$ cat src/design/fla_pkg.sv
// Purpose: constants and types for the fuse configuration and lock block
// Assumes: one clock at 20 MHz
// Notes: fuse bytes and the key live in an outside store
`default_nettype none
package fla_pkg;
  // timing
  localparam int CLK_PERIOD_NS = 50;
  localparam int T_MS_NS = 1000000; // one millisecond
  localparam int CYC_PER_MS = T_MS_NS / CLK_PERIOD_NS;
  // register offsets
  localparam logic [3:0] OFF_SYS_CONFIG_0 = 4'h5;
  localparam logic [3:0] OFF_SYS_CONFIG_1 = 4'h6;
  localparam logic [3:0] OFF_CODE_REGION = 4'h7;
  localparam logic [3:0] OFF_BOOT_REGION = 4'h8;
  localparam logic [3:0] OFF_STATUS = 4'h9;
  localparam logic [3:0] OFF_CONTROL = 4'ha;
  // field positions
  localparam int RSTPIN_BIT = 3;
  localparam int KEEP_BIT = 0;
  localparam int SUPPLY_LSB = 3;
  localparam int DELAY_CODE_LSB = 0;
  localparam int CLR_DENIED_BIT = 0;
  // values
  localparam logic [31:0] KEY_VALID = 32'h5cc5c55c;
  localparam logic [1:0] SUPPLY_DUAL = 2'h1;
  localparam logic [1:0] SUPPLY_SINGLE = 2'h2;
  localparam logic [7:0] READ_INVALID = 8'h00;
  localparam logic [16:0] FLASH_BYTES = 17'h08000; // flash size in bytes
  // memory sections seen by the debug port
  typedef enum logic [2:0] {
    SP_FLASH = 3'h0, SP_SRAM = 3'h1, SP_EEPROM = 3'h2, SP_SIGNATURE = 3'h3,
    SP_USER_CFG = 3'h4, SP_FUSE = 3'h5, SP_LOCK = 3'h6, SP_REGS = 3'h7
  } fla_space_t;
  // sequencer states
  typedef enum logic [4:0] {
    ST_INIT = 5'h01, ST_WAIT = 5'h02, ST_RUN = 5'h04, ST_ERASE = 5'h08, ST_KEYSET = 5'h10
  } fla_state_t;
  // 512-byte blocks to bytes
  function automatic logic [16:0] blocks_to_bytes(input logic [7:0] b);
    return {b, 9'h000};
  endfunction
  // start-up delay code to milliseconds
  function automatic logic [6:0] ms_for_code(input logic [2:0] c);
    return (c == 3'h0) ? 7'h00 : 7'(7'h01 << (c - 3'h1));
  endfunction
endpackage
`default_nettype wire

$ cat src/design/fla_acc_if.sv
// Purpose: carries one debug access to the permission check
// Assumes: combinational answer
// Notes: none
`default_nettype none
interface fla_acc_if;
  import fla_pkg::*;
  fla_space_t space;
  logic write;
  logic locked;
  logic allow;
  modport req(output space, output write, output locked, input allow);
  modport chk(input space, input write, input locked, output allow);
endinterface
`default_nettype wire

$ cat src/design/fla_access_check.sv
// Purpose: decides whether a debug access may proceed
// Assumes: lock state supplied by the caller
// Notes: purely combinational
`default_nettype none
module fla_access_check
  import fla_pkg::*;
(
  // access under test
  fla_acc_if.chk acc
);
  // writes: locked lets only the user row through, unlocked bars the signature row
  assign acc.allow = acc.write ? (acc.locked ? (acc.space == SP_USER_CFG)
                                             : (acc.space != SP_SIGNATURE))
                               : !acc.locked;
endmodule // fla_access_check
`default_nettype wire

$ cat src/design/fla_startup_timer.sv
// Purpose: counts the start-up delay in milliseconds
// Assumes: start is a one-cycle pulse
// Notes: done holds until the next start
`default_nettype none
module fla_startup_timer
  import fla_pkg::*;
#(
  parameter int CyclesPerMs = CYC_PER_MS
) (
  // clock and reset
  input wire logic clk,
  input wire logic sys_rst,
  // control
  input wire logic start,
  input wire logic [2:0] delayCode,
  output logic done
);
  logic [20:0] divCnt_reg;
  logic [6:0] msCnt_reg;
  logic [6:0] target_reg;
  logic run_reg;
  wire msTick = divCnt_reg == 21'(CyclesPerMs - 1);

  // millisecond divider and delay counter
  always_ff @(posedge clk or posedge sys_rst) begin
    if (sys_rst) begin
      divCnt_reg <= 21'h0;
      msCnt_reg <= 7'h00;
      target_reg <= 7'h00;
      run_reg <= 1'b0;
      done <= 1'b0;
    end else if (start) begin
      divCnt_reg <= 21'h0;
      msCnt_reg <= 7'h00;
      target_reg <= ms_for_code(delayCode);
      run_reg <= 1'b1;
      done <= 1'b0;
    end else if (run_reg) begin
      if (msCnt_reg == target_reg) begin
        run_reg <= 1'b0;
        done <= 1'b1;
      end else if (msTick) begin
        divCnt_reg <= 21'h0;
        msCnt_reg <= msCnt_reg + 7'h01;
      end else begin
        divCnt_reg <= divCnt_reg + 21'h1;
      end
    end
  end
endmodule // fla_startup_timer
`default_nettype wire

$ cat src/design/fla_fuse_lock.sv
// Purpose: fuse start-up configuration and debug access protection
// Assumes: fuse bytes and key come from an outside store on this clock
// Notes: debug answers two cycles after the request
//
// Behaviour
// - select 0 makes the pin a general input, 1 an external reset input.
// - keep bit 0 erases EEPROM on full erase, 1 keeps it.
// - with keep set, full erase clears flash and SRAM only.
// - supply code 1 is dual, 2 single, 0 and 3 reserved.
// - wait 0 to 64 ms after power-on per delay code.
// - code region size is in 512-byte blocks.
// - boot size in 512-byte blocks; zero makes all flash boot.
// - locked device blocks debug reads of flash, SRAM, EEPROM, fuses.
// - CPU permissions do not depend on the lock.
// - any key other than the valid one locks the device.
// - unlocked debug may access all but signature row writes; CPU cannot write protected.
// - locked debug is refused everywhere except user row writes.
// - locked user row accepts writes but never reads back.
// - refused reads complete with invalid data.
// - only full erase unlocks; user row kept, application data gone.
// - unlocked only when key equals the valid value.
`default_nettype none
module fla_fuse_lock
  import fla_pkg::*;
#(
  parameter int CyclesPerMs = CYC_PER_MS
) (
  // clock and reset
  input wire logic clk,
  input wire logic sys_rst,
  // cpu register port
  input wire logic [3:0] regAddr,
  input wire logic [7:0] regWrData,
  input wire logic regWr,
  input wire logic regRd,
  output logic [7:0] regRdData,
  // fuse and key store
  input wire logic [7:0] nvSysCfg0,
  input wire logic [7:0] nvSysCfg1,
  input wire logic [7:0] nvCodeBlocks,
  input wire logic [7:0] nvBootBlocks,
  input wire logic [31:0] nvKey,
  output logic nvWe,
  output logic nvWrKey,
  output logic [3:0] nvWrAddr,
  output logic [7:0] nvWrData,
  output logic keyRestore,
  // debug port
  input wire logic dbgReq,
  input wire logic dbgWrite,
  input wire fla_space_t dbgSpace,
  input wire logic [15:0] dbgAddr,
  input wire logic [7:0] dbgWrData,
  input wire logic dbgErase,
  output logic dbgAck,
  output logic dbgDenied,
  output logic [7:0] dbgRdData,
  // memory port
  output logic memEn,
  output logic memWe,
  output fla_space_t memSpace,
  output logic [15:0] memAddr,
  output logic [7:0] memWrData,
  input wire logic [7:0] memRdData,
  // erase control
  output logic eraseFlash,
  output logic eraseEeprom,
  output logic eraseSram,
  input wire logic eraseDone,
  // reset pin
  input wire logic portFPin6,
  output logic extResetReq,
  output logic pinGpioIn,
  // working configuration
  output logic cpuRun,
  output logic supplyDual,
  output logic supplySingle,
  output logic [16:0] bootEndAddr,
  output logic [16:0] codeEndAddr
);
  fla_state_t state_reg, state_next;
  logic [7:0] cfg0_reg, cfg1_reg, codeBlk_reg, bootBlk_reg;
  logic pinMeta_reg, pinSync_reg;
  logic cpuDenied_reg;
  logic s1Valid_reg, s1Allow_reg, s1Internal_reg;
  logic [7:0] s1Data_reg;
  logic timerDone;
  fla_acc_if acc ();

  // lock state follows the stored key at all times
  wire locked = nvKey != KEY_VALID;
  wire eraseBusy = (state_reg == ST_ERASE) || (state_reg == ST_KEYSET);
  wire eraseGo = dbgErase && ((state_reg == ST_WAIT) || (state_reg == ST_RUN));
  wire keepOnErase = cfg0_reg[KEEP_BIT];
  wire rstPinSel = cfg0_reg[RSTPIN_BIT];
  wire [1:0] supplyCode = cfg1_reg[SUPPLY_LSB +: 2];
  wire supplyReserved = (supplyCode != SUPPLY_DUAL) && (supplyCode != SUPPLY_SINGLE);

  // permission check for the incoming debug request
  assign acc.space = dbgSpace;
  assign acc.write = dbgWrite;
  assign acc.locked = locked;
  fla_access_check u_check (
    .acc(acc)
  );
  wire dbgOk = acc.allow && !eraseBusy;
  wire toMem = (dbgSpace != SP_FUSE) && (dbgSpace != SP_LOCK);

  // internal read data for fuse and key sections
  wire [7:0] fuseRd = (dbgAddr[3:0] == OFF_SYS_CONFIG_0) ? nvSysCfg0 :
                      (dbgAddr[3:0] == OFF_SYS_CONFIG_1) ? nvSysCfg1 :
                      (dbgAddr[3:0] == OFF_CODE_REGION) ? nvCodeBlocks :
                      (dbgAddr[3:0] == OFF_BOOT_REGION) ? nvBootBlocks : 8'h00;
  wire [7:0] keyRd = nvKey[{dbgAddr[1:0], 3'b000} +: 8];
  wire [7:0] intRd = (dbgSpace == SP_LOCK) ? keyRd : fuseRd;

  // cpu register read decode
  wire [7:0] statusWord = {3'b000, supplyReserved, cpuDenied_reg, eraseBusy, cpuRun, locked};
  wire [7:0] regRdMux = (regAddr == OFF_SYS_CONFIG_0) ? cfg0_reg :
                        (regAddr == OFF_SYS_CONFIG_1) ? cfg1_reg :
                        (regAddr == OFF_CODE_REGION) ? codeBlk_reg :
                        (regAddr == OFF_BOOT_REGION) ? bootBlk_reg :
                        (regAddr == OFF_STATUS) ? statusWord : 8'h00;
  // cpu writes to fuse copies are refused whatever the lock says
  wire cpuFuseWr = regWr && (regAddr >= OFF_SYS_CONFIG_0) && (regAddr <= OFF_BOOT_REGION);
  wire clrDenied = regWr && (regAddr == OFF_CONTROL) && regWrData[CLR_DENIED_BIT];

  // start-up delay timer, started as the fuse copies are taken
  fla_startup_timer #(
    .CyclesPerMs(CyclesPerMs)
  ) u_timer (
    .clk(clk),
    .sys_rst(sys_rst),
    .start(state_reg == ST_INIT),
    .delayCode(nvSysCfg1[DELAY_CODE_LSB +: 3]),
    .done(timerDone)
  );

  // sequencer next state
  always_comb begin
    state_next = state_reg;
    case (state_reg)
      ST_INIT: state_next = ST_WAIT;
      ST_WAIT: begin
        if (eraseGo) state_next = ST_ERASE;
        else if (timerDone) state_next = ST_RUN;
      end
      ST_RUN: begin
        if (eraseGo) state_next = ST_ERASE;
      end
      ST_ERASE: begin
        if (eraseDone) state_next = ST_KEYSET;
      end
      ST_KEYSET: state_next = ST_INIT;
      default: state_next = ST_INIT;
    endcase
  end

  // sequencer, erase strobes and key restore
  always_ff @(posedge clk or posedge sys_rst) begin
    if (sys_rst) begin
      state_reg <= ST_INIT;
      cpuRun <= 1'b0;
      eraseFlash <= 1'b0;
      eraseEeprom <= 1'b0;
      eraseSram <= 1'b0;
      keyRestore <= 1'b0;
    end else begin
      state_reg <= state_next;
      cpuRun <= state_next == ST_RUN;
      eraseFlash <= eraseGo;
      eraseSram <= eraseGo;
      eraseEeprom <= eraseGo && !keepOnErase;
      keyRestore <= (state_reg == ST_ERASE) && eraseDone;
    end
  end

  // working copies of the fuse fields
  always_ff @(posedge clk or posedge sys_rst) begin
    if (sys_rst) begin
      cfg0_reg <= 8'h00;
      cfg1_reg <= 8'h00;
      codeBlk_reg <= 8'h00;
      bootBlk_reg <= 8'h00;
    end else if (state_reg == ST_INIT) begin
      cfg0_reg <= nvSysCfg0;
      cfg1_reg <= nvSysCfg1;
      codeBlk_reg <= nvCodeBlocks;
      bootBlk_reg <= nvBootBlocks;
    end
  end

  // decoded configuration outputs
  always_ff @(posedge clk or posedge sys_rst) begin
    if (sys_rst) begin
      supplyDual <= 1'b0;
      supplySingle <= 1'b0;
      bootEndAddr <= 17'h0;
      codeEndAddr <= 17'h0;
    end else begin
      supplyDual <= supplyCode == SUPPLY_DUAL;
      supplySingle <= supplyCode == SUPPLY_SINGLE;
      bootEndAddr <= (bootBlk_reg == 8'h00) ? FLASH_BYTES : blocks_to_bytes(bootBlk_reg);
      codeEndAddr <= blocks_to_bytes(codeBlk_reg);
    end
  end

  // reset pin: synchronise, then route to reset or general input
  always_ff @(posedge clk or posedge sys_rst) begin
    if (sys_rst) begin
      pinMeta_reg <= 1'b1;
      pinSync_reg <= 1'b1;
      extResetReq <= 1'b0;
      pinGpioIn <= 1'b0;
    end else begin
      pinMeta_reg <= portFPin6;
      pinSync_reg <= pinMeta_reg;
      extResetReq <= rstPinSel && !pinSync_reg;
      pinGpioIn <= !rstPinSel && pinSync_reg;
    end
  end

  // cpu register port; refused fuse writes raise a sticky flag
  always_ff @(posedge clk or posedge sys_rst) begin
    if (sys_rst) begin
      regRdData <= 8'h00;
      cpuDenied_reg <= 1'b0;
    end else begin
      regRdData <= regRd ? regRdMux : 8'h00;
      if (cpuFuseWr) cpuDenied_reg <= 1'b1;
      else if (clrDenied) cpuDenied_reg <= 1'b0;
    end
  end

  // debug first stage: drive memory or the fuse store
  always_ff @(posedge clk or posedge sys_rst) begin
    if (sys_rst) begin
      memEn <= 1'b0;
      memWe <= 1'b0;
      memSpace <= SP_FLASH;
      memAddr <= 16'h0;
      memWrData <= 8'h00;
      nvWe <= 1'b0;
      nvWrKey <= 1'b0;
      nvWrAddr <= 4'h0;
      nvWrData <= 8'h00;
      s1Valid_reg <= 1'b0;
      s1Allow_reg <= 1'b0;
      s1Internal_reg <= 1'b0;
      s1Data_reg <= 8'h00;
    end else begin
      memEn <= dbgReq && dbgOk && toMem;
      memWe <= dbgReq && dbgOk && toMem && dbgWrite;
      memSpace <= dbgSpace;
      memAddr <= dbgAddr;
      memWrData <= dbgWrData;
      nvWe <= dbgReq && dbgOk && !toMem && dbgWrite;
      nvWrKey <= dbgSpace == SP_LOCK;
      nvWrAddr <= dbgAddr[3:0];
      nvWrData <= dbgWrData;
      s1Valid_reg <= dbgReq;
      s1Allow_reg <= dbgOk;
      s1Internal_reg <= !toMem;
      s1Data_reg <= intRd;
    end
  end

  // debug second stage: answer, invalid data when refused
  always_ff @(posedge clk or posedge sys_rst) begin
    if (sys_rst) begin
      dbgAck <= 1'b0;
      dbgDenied <= 1'b0;
      dbgRdData <= 8'h00;
    end else begin
      dbgAck <= s1Valid_reg;
      dbgDenied <= s1Valid_reg && !s1Allow_reg;
      dbgRdData <= !s1Allow_reg ? READ_INVALID : s1Internal_reg ? s1Data_reg : memRdData;
    end
  end
endmodule // fla_fuse_lock
`default_nettype wire

$ cat config.mk
export PLATFORM = sky130hd
export DESIGN_NAME = fla_fuse_lock
export DESIGN_NICKNAME = d
export VERILOG_FILES = /design/src/design/fla_pkg.sv /design/src/design/fla_acc_if.sv /design/src/design/fla_access_check.sv /design/src/design/fla_startup_timer.sv /design/src/design/fla_fuse_lock.sv
export SDC_FILE = /design/constraint.sdc
export NUM_CORES = 1
export LEC_CHECK = 0
export BUFFER_PORTS_ARGS = -buffer_cell sky130_fd_sc_hd__buf_2
export CAP_MARGIN = 5
export CORE_MARGIN = 2
export CORE_UTILIZATION = 40
export CTS_BUF_LIST = sky130_fd_sc_hd__clkbuf_4 sky130_fd_sc_hd__clkbuf_8
export DETAILED_ROUTE_END_ITERATION = 12
export PLACE_DENSITY = 0.65
export SYNTH_ARGS = -nofsm -noshare
export SYNTH_HDL_FRONTEND = slang
export SYNTH_HIERARCHICAL = 1
export SYNTH_SLANG_ARGS = --single-unit
export TNS_END_PERCENT = 30
$ cat constraint.sdc
create_clock -name clk -period 5.2 [get_ports clk]
set_clock_uncertainty 0.05 [all_clocks]
set_input_delay 1.04 -clock clk [delete_from_list [all_inputs] [get_ports clk]]
set_output_delay 1.04 -clock clk [all_outputs]
set_load 0.05 [all_outputs]
### Word-level counts from Yosys, hierarchy flattened

Cells that the tools add are included.

* shift-type cells: 2
* mux-type cells: 38
* $lt $le $gt $ge: 2
* add/subtract/negate cells: 3
* reduce and logical (&&, ||, !) cells: 36
* eq/ne operators: 29

Operators with widths (count)
* 8-bit two-way mux: 12
* 21-bit two-way mux: 4
* 7-bit two-way mux: 5
* 32-bit by 31-bit != test with 1-bit output (second input constant): 1
* 32-bit by 6-bit variable part select with 8-bit output: 1
* 5-bit two-way mux: 5
* 4-bit by 3-bit == test with 1-bit output (second input constant): 6
* 21-bit by 1-bit adder with 21-bit output (second input constant): 1
* 21-bit by 15-bit == test with 1-bit output (second input constant): 1
* 5-bit case mux with 4 select lines: 1
* 1-bit logical AND: 18
* 17-bit two-way mux: 1
* 4-bit == test (second input constant): 4
* 5-bit by 3-bit == test with 1-bit output (second input constant): 2
* 1-bit two-way mux: 10
* 8-bit logical NOT: 1
* 2-bit nonzero test: 4
* 7-bit by 1-bit adder with 7-bit output (second input constant): 1
* 7-bit == test: 1
* 1-bit logical NOT: 7
* 1-bit by 3-bit left shift with 7-bit output (first input constant): 1
* 3-bit == test (second input constant): 2
* 3-bit != test (second input constant): 2
* 5-bit by 1-bit == test with 1-bit output (second input constant): 1
* other kinds (15): 18

* logic and storage cells: 149
* input bits: 120
* output and inout bits: 104
* register bits after elaboration: 174

### Longest topological paths before layout

* depth after elaboration: 8
* gate-level depth with buffers: 10
* mapped depth without buffers: 8

### Cells and area by module

Netlist, hierarchy kept.

By module, submodules not included
* fla_fuse_lock: instances 1, area an instance 5447.7 um2, cells an instance 441, seq. area each 3106.7 um2
* fla_startup_timer: instances 1, area an instance 2189.6 um2, cells an instance 233, seq. area each 925.9 um2
* fla_access_check: instances 1, area an instance 28.8 um2, cells an instance 4, seq. area each 0.0 um2

### Worst setup path before layout

No wires, ideal clock.

* kind: reg-to-reg
* from: register state_reg[1]
* to: register u_timer.divCnt_reg[9]
* data required time: 5.025 ns
* stages on the path, launching flop included: 11
* path slack: 2.668 ns
* clock period less this slack: 2.532 ns
* buffers on the path: 3
* data arrival time: 2.357 ns
* library setup time: 0.125 ns
* cells stage by stage: dfrtp_1 nand2b_1 or4_1 buf_6 clkbuf_1 inv_1 or4_1 o22ai_1 clkbuf_1 nand3b_1 mux2i_1

* word-level cells in the longest chain between the ends: 3
* elaborated cells on any way between the ends: 5
* those cells by class: eq/ne (2); mux (1); reduce/logical (2)

RTL lines
* start: declaration: RTL line fla_fuse_lock.sv:81 `fla_state_t state_reg, state_next;`
* start signal: assignment: RTL line fla_fuse_lock.sv:169 `state_reg <= state_next;`
* 5-bit by 1-bit == test with 1-bit output (*): RTL line fla_fuse_lock.sv:134 `.start(state_reg == ST_INIT),`
* 2-bit by 1-bit != test with 1-bit output (no source line) or 2-bit nonzero test (tied branches)
* 2-bit AND reduction (no source line)
* end signal: assignment: RTL line fla_startup_timer.sv:46 `divCnt_reg <= divCnt_reg + 21'h1;`
* end: declaration: RTL line fla_startup_timer.sv:18 `logic [20:0] divCnt_reg;`

Mark *: on every way between the ends. The rest lies on a longest branch, timed or not.
A chain may end at the register's enable or synchronous reset.

### Worst setup path in the final report

* from: register state_reg[0]
* to: register u_timer.divCnt_reg[15]

Same word-level chain as after synthesis.

==> results.md <==
Run status:
- The run finished with clean final reports.

Route:
- The routed length per instance is 17.5 um.
- The final route contains 5,785 vias.
- The number of design-rule violations left by the first detailed-router iteration is 304.
- The residual DRC count is 0.
- After detailed routing, the wire length on met1 is 8370 um.
- Once detail routing completed, the nets flagged for antenna violations numbered 0.
- For this run, the detailed router's first-pass iteration total came to 5.
- After detailed routing, the met3 layer carries 1050 um of wire.
- The detailed router used layers up to and including met4.
- In the routed layout, each cell is associated on average with a via count of 5.28.
- The routed length on met2 is 9540 um.
- The final routed wirelength across all metal layers is 19,200 um.

GRT:
- The pin count of the biggest net entering global routing is 55.
- The first global-routing pass estimated 30,300 um of wire.
- The remaining global-route overflow is 0.
- The number of global-route vias before repair is 5,613.
- Global routing consumed, over all layers together, 19.3% of the routing resources.
- The number of antenna violations at the first check in global routing came to 1.

Cells and area:
- The layout overhead on the synthesized area is 17.0%.
- Summing all non-filler instances in the final layout gives an area of 8970 um2.
- The register with the most flip-flops in the layout has 21 of them.
- The register cell area after layout is 4030 um2.
- In the final layout, the multi-input gates occupy 3080 um2.
- The net count of the finished layout is 973.
- Leaving out filler cells and counting taps, the final layout contains 1,096.
- The proportion of layout cells with a drive suffix above 1 is 33.9%.
- The number of filler cells placed in the layout is 1,786.

STA:
- Based on the critical path, the design can be clocked at up to 276 MHz.
- The setup TNS after final layout is 0 ps.
- Setup repair after global routing left no endpoint under its margin.
- The final-report max-slew violation count is 0.
- The hold violation count in the final report is 0.
- At the pin with the least slew margin, the transition time is 813 ps.
- The shortest period the worst path allows is 3620 ps.
- In this run the tightest slew margin relative to its limit is 45.7%.
- Setup violations remaining at the end of the flow were counted as 0.
- The worst path uses 69.6% of the clock period.

Power and ir drop:
- The switching fraction of total power is 41.9%.
- The worst-case IR drop observed on VDD is 225 uV.
- The standby leakage power is 4.29 nW.
- The share of total power dissipated in sequential elements is 41.9%.
- The combinational share of power is 37.5%.
- The power per cell area is 478 nW/um2.
- The clock network power share is 20.5%.
- The net switching power of the design is 1.80 mW.
- Internal power comes to 2.49 mW.

Worst hold path:
- The worst hold path begins at pinMeta_reg.
- The worst hold path class is reg -> reg.

Yosys:
- Counting flops with a built-in enable in the synthesized netlist gives 0.
- A synthesized cell averages 11.3 um2.
- The number of flip-flops and latches in the synthesized netlist is 161.
- The Yosys step of the flow raised 6 warnings.
- Of all flip-flops after synthesis, the portion carrying an async set or reset was 100%.
- The netlist uses 76 different library cells.
- The most used flip-flop cell after synthesis is sky130_fd_sc_hd__dfrtp_1.
- The area fraction of the dominant cell type after synthesis is 51.6%.
- Ranked by instance count, the synthesized netlist is headed by sky130_fd_sc_hd__dfrtp_1, sky130_fd_sc_hd__nand2_1, sky130_fd_sc_hd__o21ai_0, sky130_fd_sc_hd__inv_1, sky130_fd_sc_hd__buf_4.
- The most common cell in the synthesized netlist is sky130_fd_sc_hd__dfrtp_1.
- The cell count after synthesis is 678.
- The synthesized design spends more area on one cell type than any other, namely sky130_fd_sc_hd__dfrtp_1.
- By area the synthesized netlist is led by sky130_fd_sc_hd__dfrtp_1, sky130_fd_sc_hd__mux2_4, sky130_fd_sc_hd__buf_4.
- After synthesis, flip-flops and latches occupy 52.6% of the total area.
- The cell area that synthesis handed to floorplanning was 7670 um2.

Placed design:
- The placed instances occupy a cell area of 8570 um2.
- The routability congestion estimate is 0.889.
- Once detailed placement completed, the half-perimeter wirelength came to 14,300 um.
- The total placed cells including tap cells is 1,062.
- Buffers placed on the I/O ports in this run total 198.

Critical path:
- On the worst path, the slowest cell contributes a delay of 590 ps.
- The highest net fanout along the worst path is 41.
- The slowest stage of the critical path belongs to the cell sky130_fd_sc_hd__dfstp_2.
- The worst register-to-register path begins at state_reg[0].
- The signal arrival time at the worst endpoint is 3930 ps.
- STA classifies the critical path startpoint as a flop.
- Walking the worst path, the cells encountered are nand2b_1, or4_2, buf_4, inv_1, or4_1, o22ai_1, buf_4, nand2b_1, o41ai_1.
- The worst setup path is captured at a flop.
- The family with the most delay on the worst path is simple AND/OR/NAND/NOR gates.
- The critical path launch point is state_reg[0].
- Together, buffers and inverters on the worst path number 3.
- The worst setup path is of the reg -> reg kind.
- STA puts the critical path data required time at 5510 ps.

Clock network:
- The H-tree was split into 4 levels.
- The cts-stage hold buffer count is 0.
- Post-CTS repair changed the size of 0 cells.
- Clock-pin slew was measured on the worst setup and hold paths at 100 ps.
- The post-CTS setup-driven buffer insertion count is 0.
- The TritonCTS clock tree is yes.
- The number of sinks on the clock net is 161.
- The clock buffer count from CTS is 17.
- The number of buffers on the longest clock path is 2.
- The clock insertion delay at the later pin of the skew report is 460 ps.
- In this run the clock root is driven by a sky130_fd_sc_hd__clkbuf_8.

Die:
- The die is 142 um wide.
- The floorplan has 50 rows.
- For this design the top-level I/O count stands at 224.
- In this run the vertical extent of the chip is 142 um.
- The starting density of the core is 40.8%.
- The full die area is 20,300 um2.
- In this run the standard cell core region covers 18,800 um2.

Run:
- The total of max-cap violations is 0.
==> cell type report <==
type                       instances  area share (%)
inverter                          34            1.45
tap                              234            3.26
multi-input combinational        429            34.4
timing repair buffer             205            11.6
antenna                            1          0.0279
sequential                       161            45.0
clock inverter                    14            1.65
clock buffer                      18            2.69
==> stage by stage <==
| stage | hold slack (ps) | total power, mW | utilization, % | setup WS, ps |
|---|---|---|---|---|
| finish | 311 | 4.29 | 47.8 | 1580 |
| global route | 319 | 4.55 | 47.8 | 1270 |
| CTS | 313 | 4.33 | 47.8 | 1540 |
| detailed placement | 302 | 3.44 | 45.7 | 1560 |
| global placement | 297 | 3.42 | 45.7 | 1620 |
| floorplan | 295 | 3.13 | - | 816 |
==> placed cells by master (no fill, tap or decap), drive strengths merged, types with 10 or more instances in the layout <==
cell type / n
a21oi: 28
a31oi: 11
buf: 204
clkbuf: 19
conb: 18
dfrtp: 158
inv: 38
mux2: 26
mux2i: 14
nand2: 47
nand4: 13
nand4b: 10
nor2: 28
nor2b: 21
nor3: 12
nor4bb: 10
o21ai: 43
==> path summary, 6_finish.rpt <==
kind,to,slack [ps],cells after the start
max,u_timer/divCnt_reg[15],1580,9
min,pinSync_reg,310,0
max reg2reg,u_timer/divCnt_reg[15],1580,9
min reg2reg,pinSync_reg,310,0
max in group asynchronous,pinMeta_reg,3530,3
min in group asynchronous,bootEndAddr[16],630,2
==> power groups by stage <==
stage	clock network, mW	registers (mW)	logic [mW]
after global placement	0	1.82	1.60
after detailed placement	0	1.82	1.62
after CTS	0.907	1.80	1.62
final	0.881	1.80	1.61
after floorplan	0	2.08	1.05
after global routing	0.960	1.84	1.75
==> cells by family (layout without fill, tap and decap cells) <==
kind of cell,after synthesis,after routing,share of synthesized area [%]
AND/OR/NAND/NOR,210,210,16.5
XOR/XNOR,13,13,1.49
adder cells (fa/ha/maj),5,5,0.816
buffers and inverters,105,271,8.03
multiplexers,48,48,9.12
other,1,19,0.0489
flip-flops,161,161,52.6
AO/OA/AOI/OAI,135,135,11.4
==> routing by layer <==
layer,vias up,global-route usage [%]
li1,2731,-
met1,2873,25.2
met2,161,32.5
met3,20,4.44
met4,0,5.11
met5,-,0
Power figures use the tool's default switching activity.
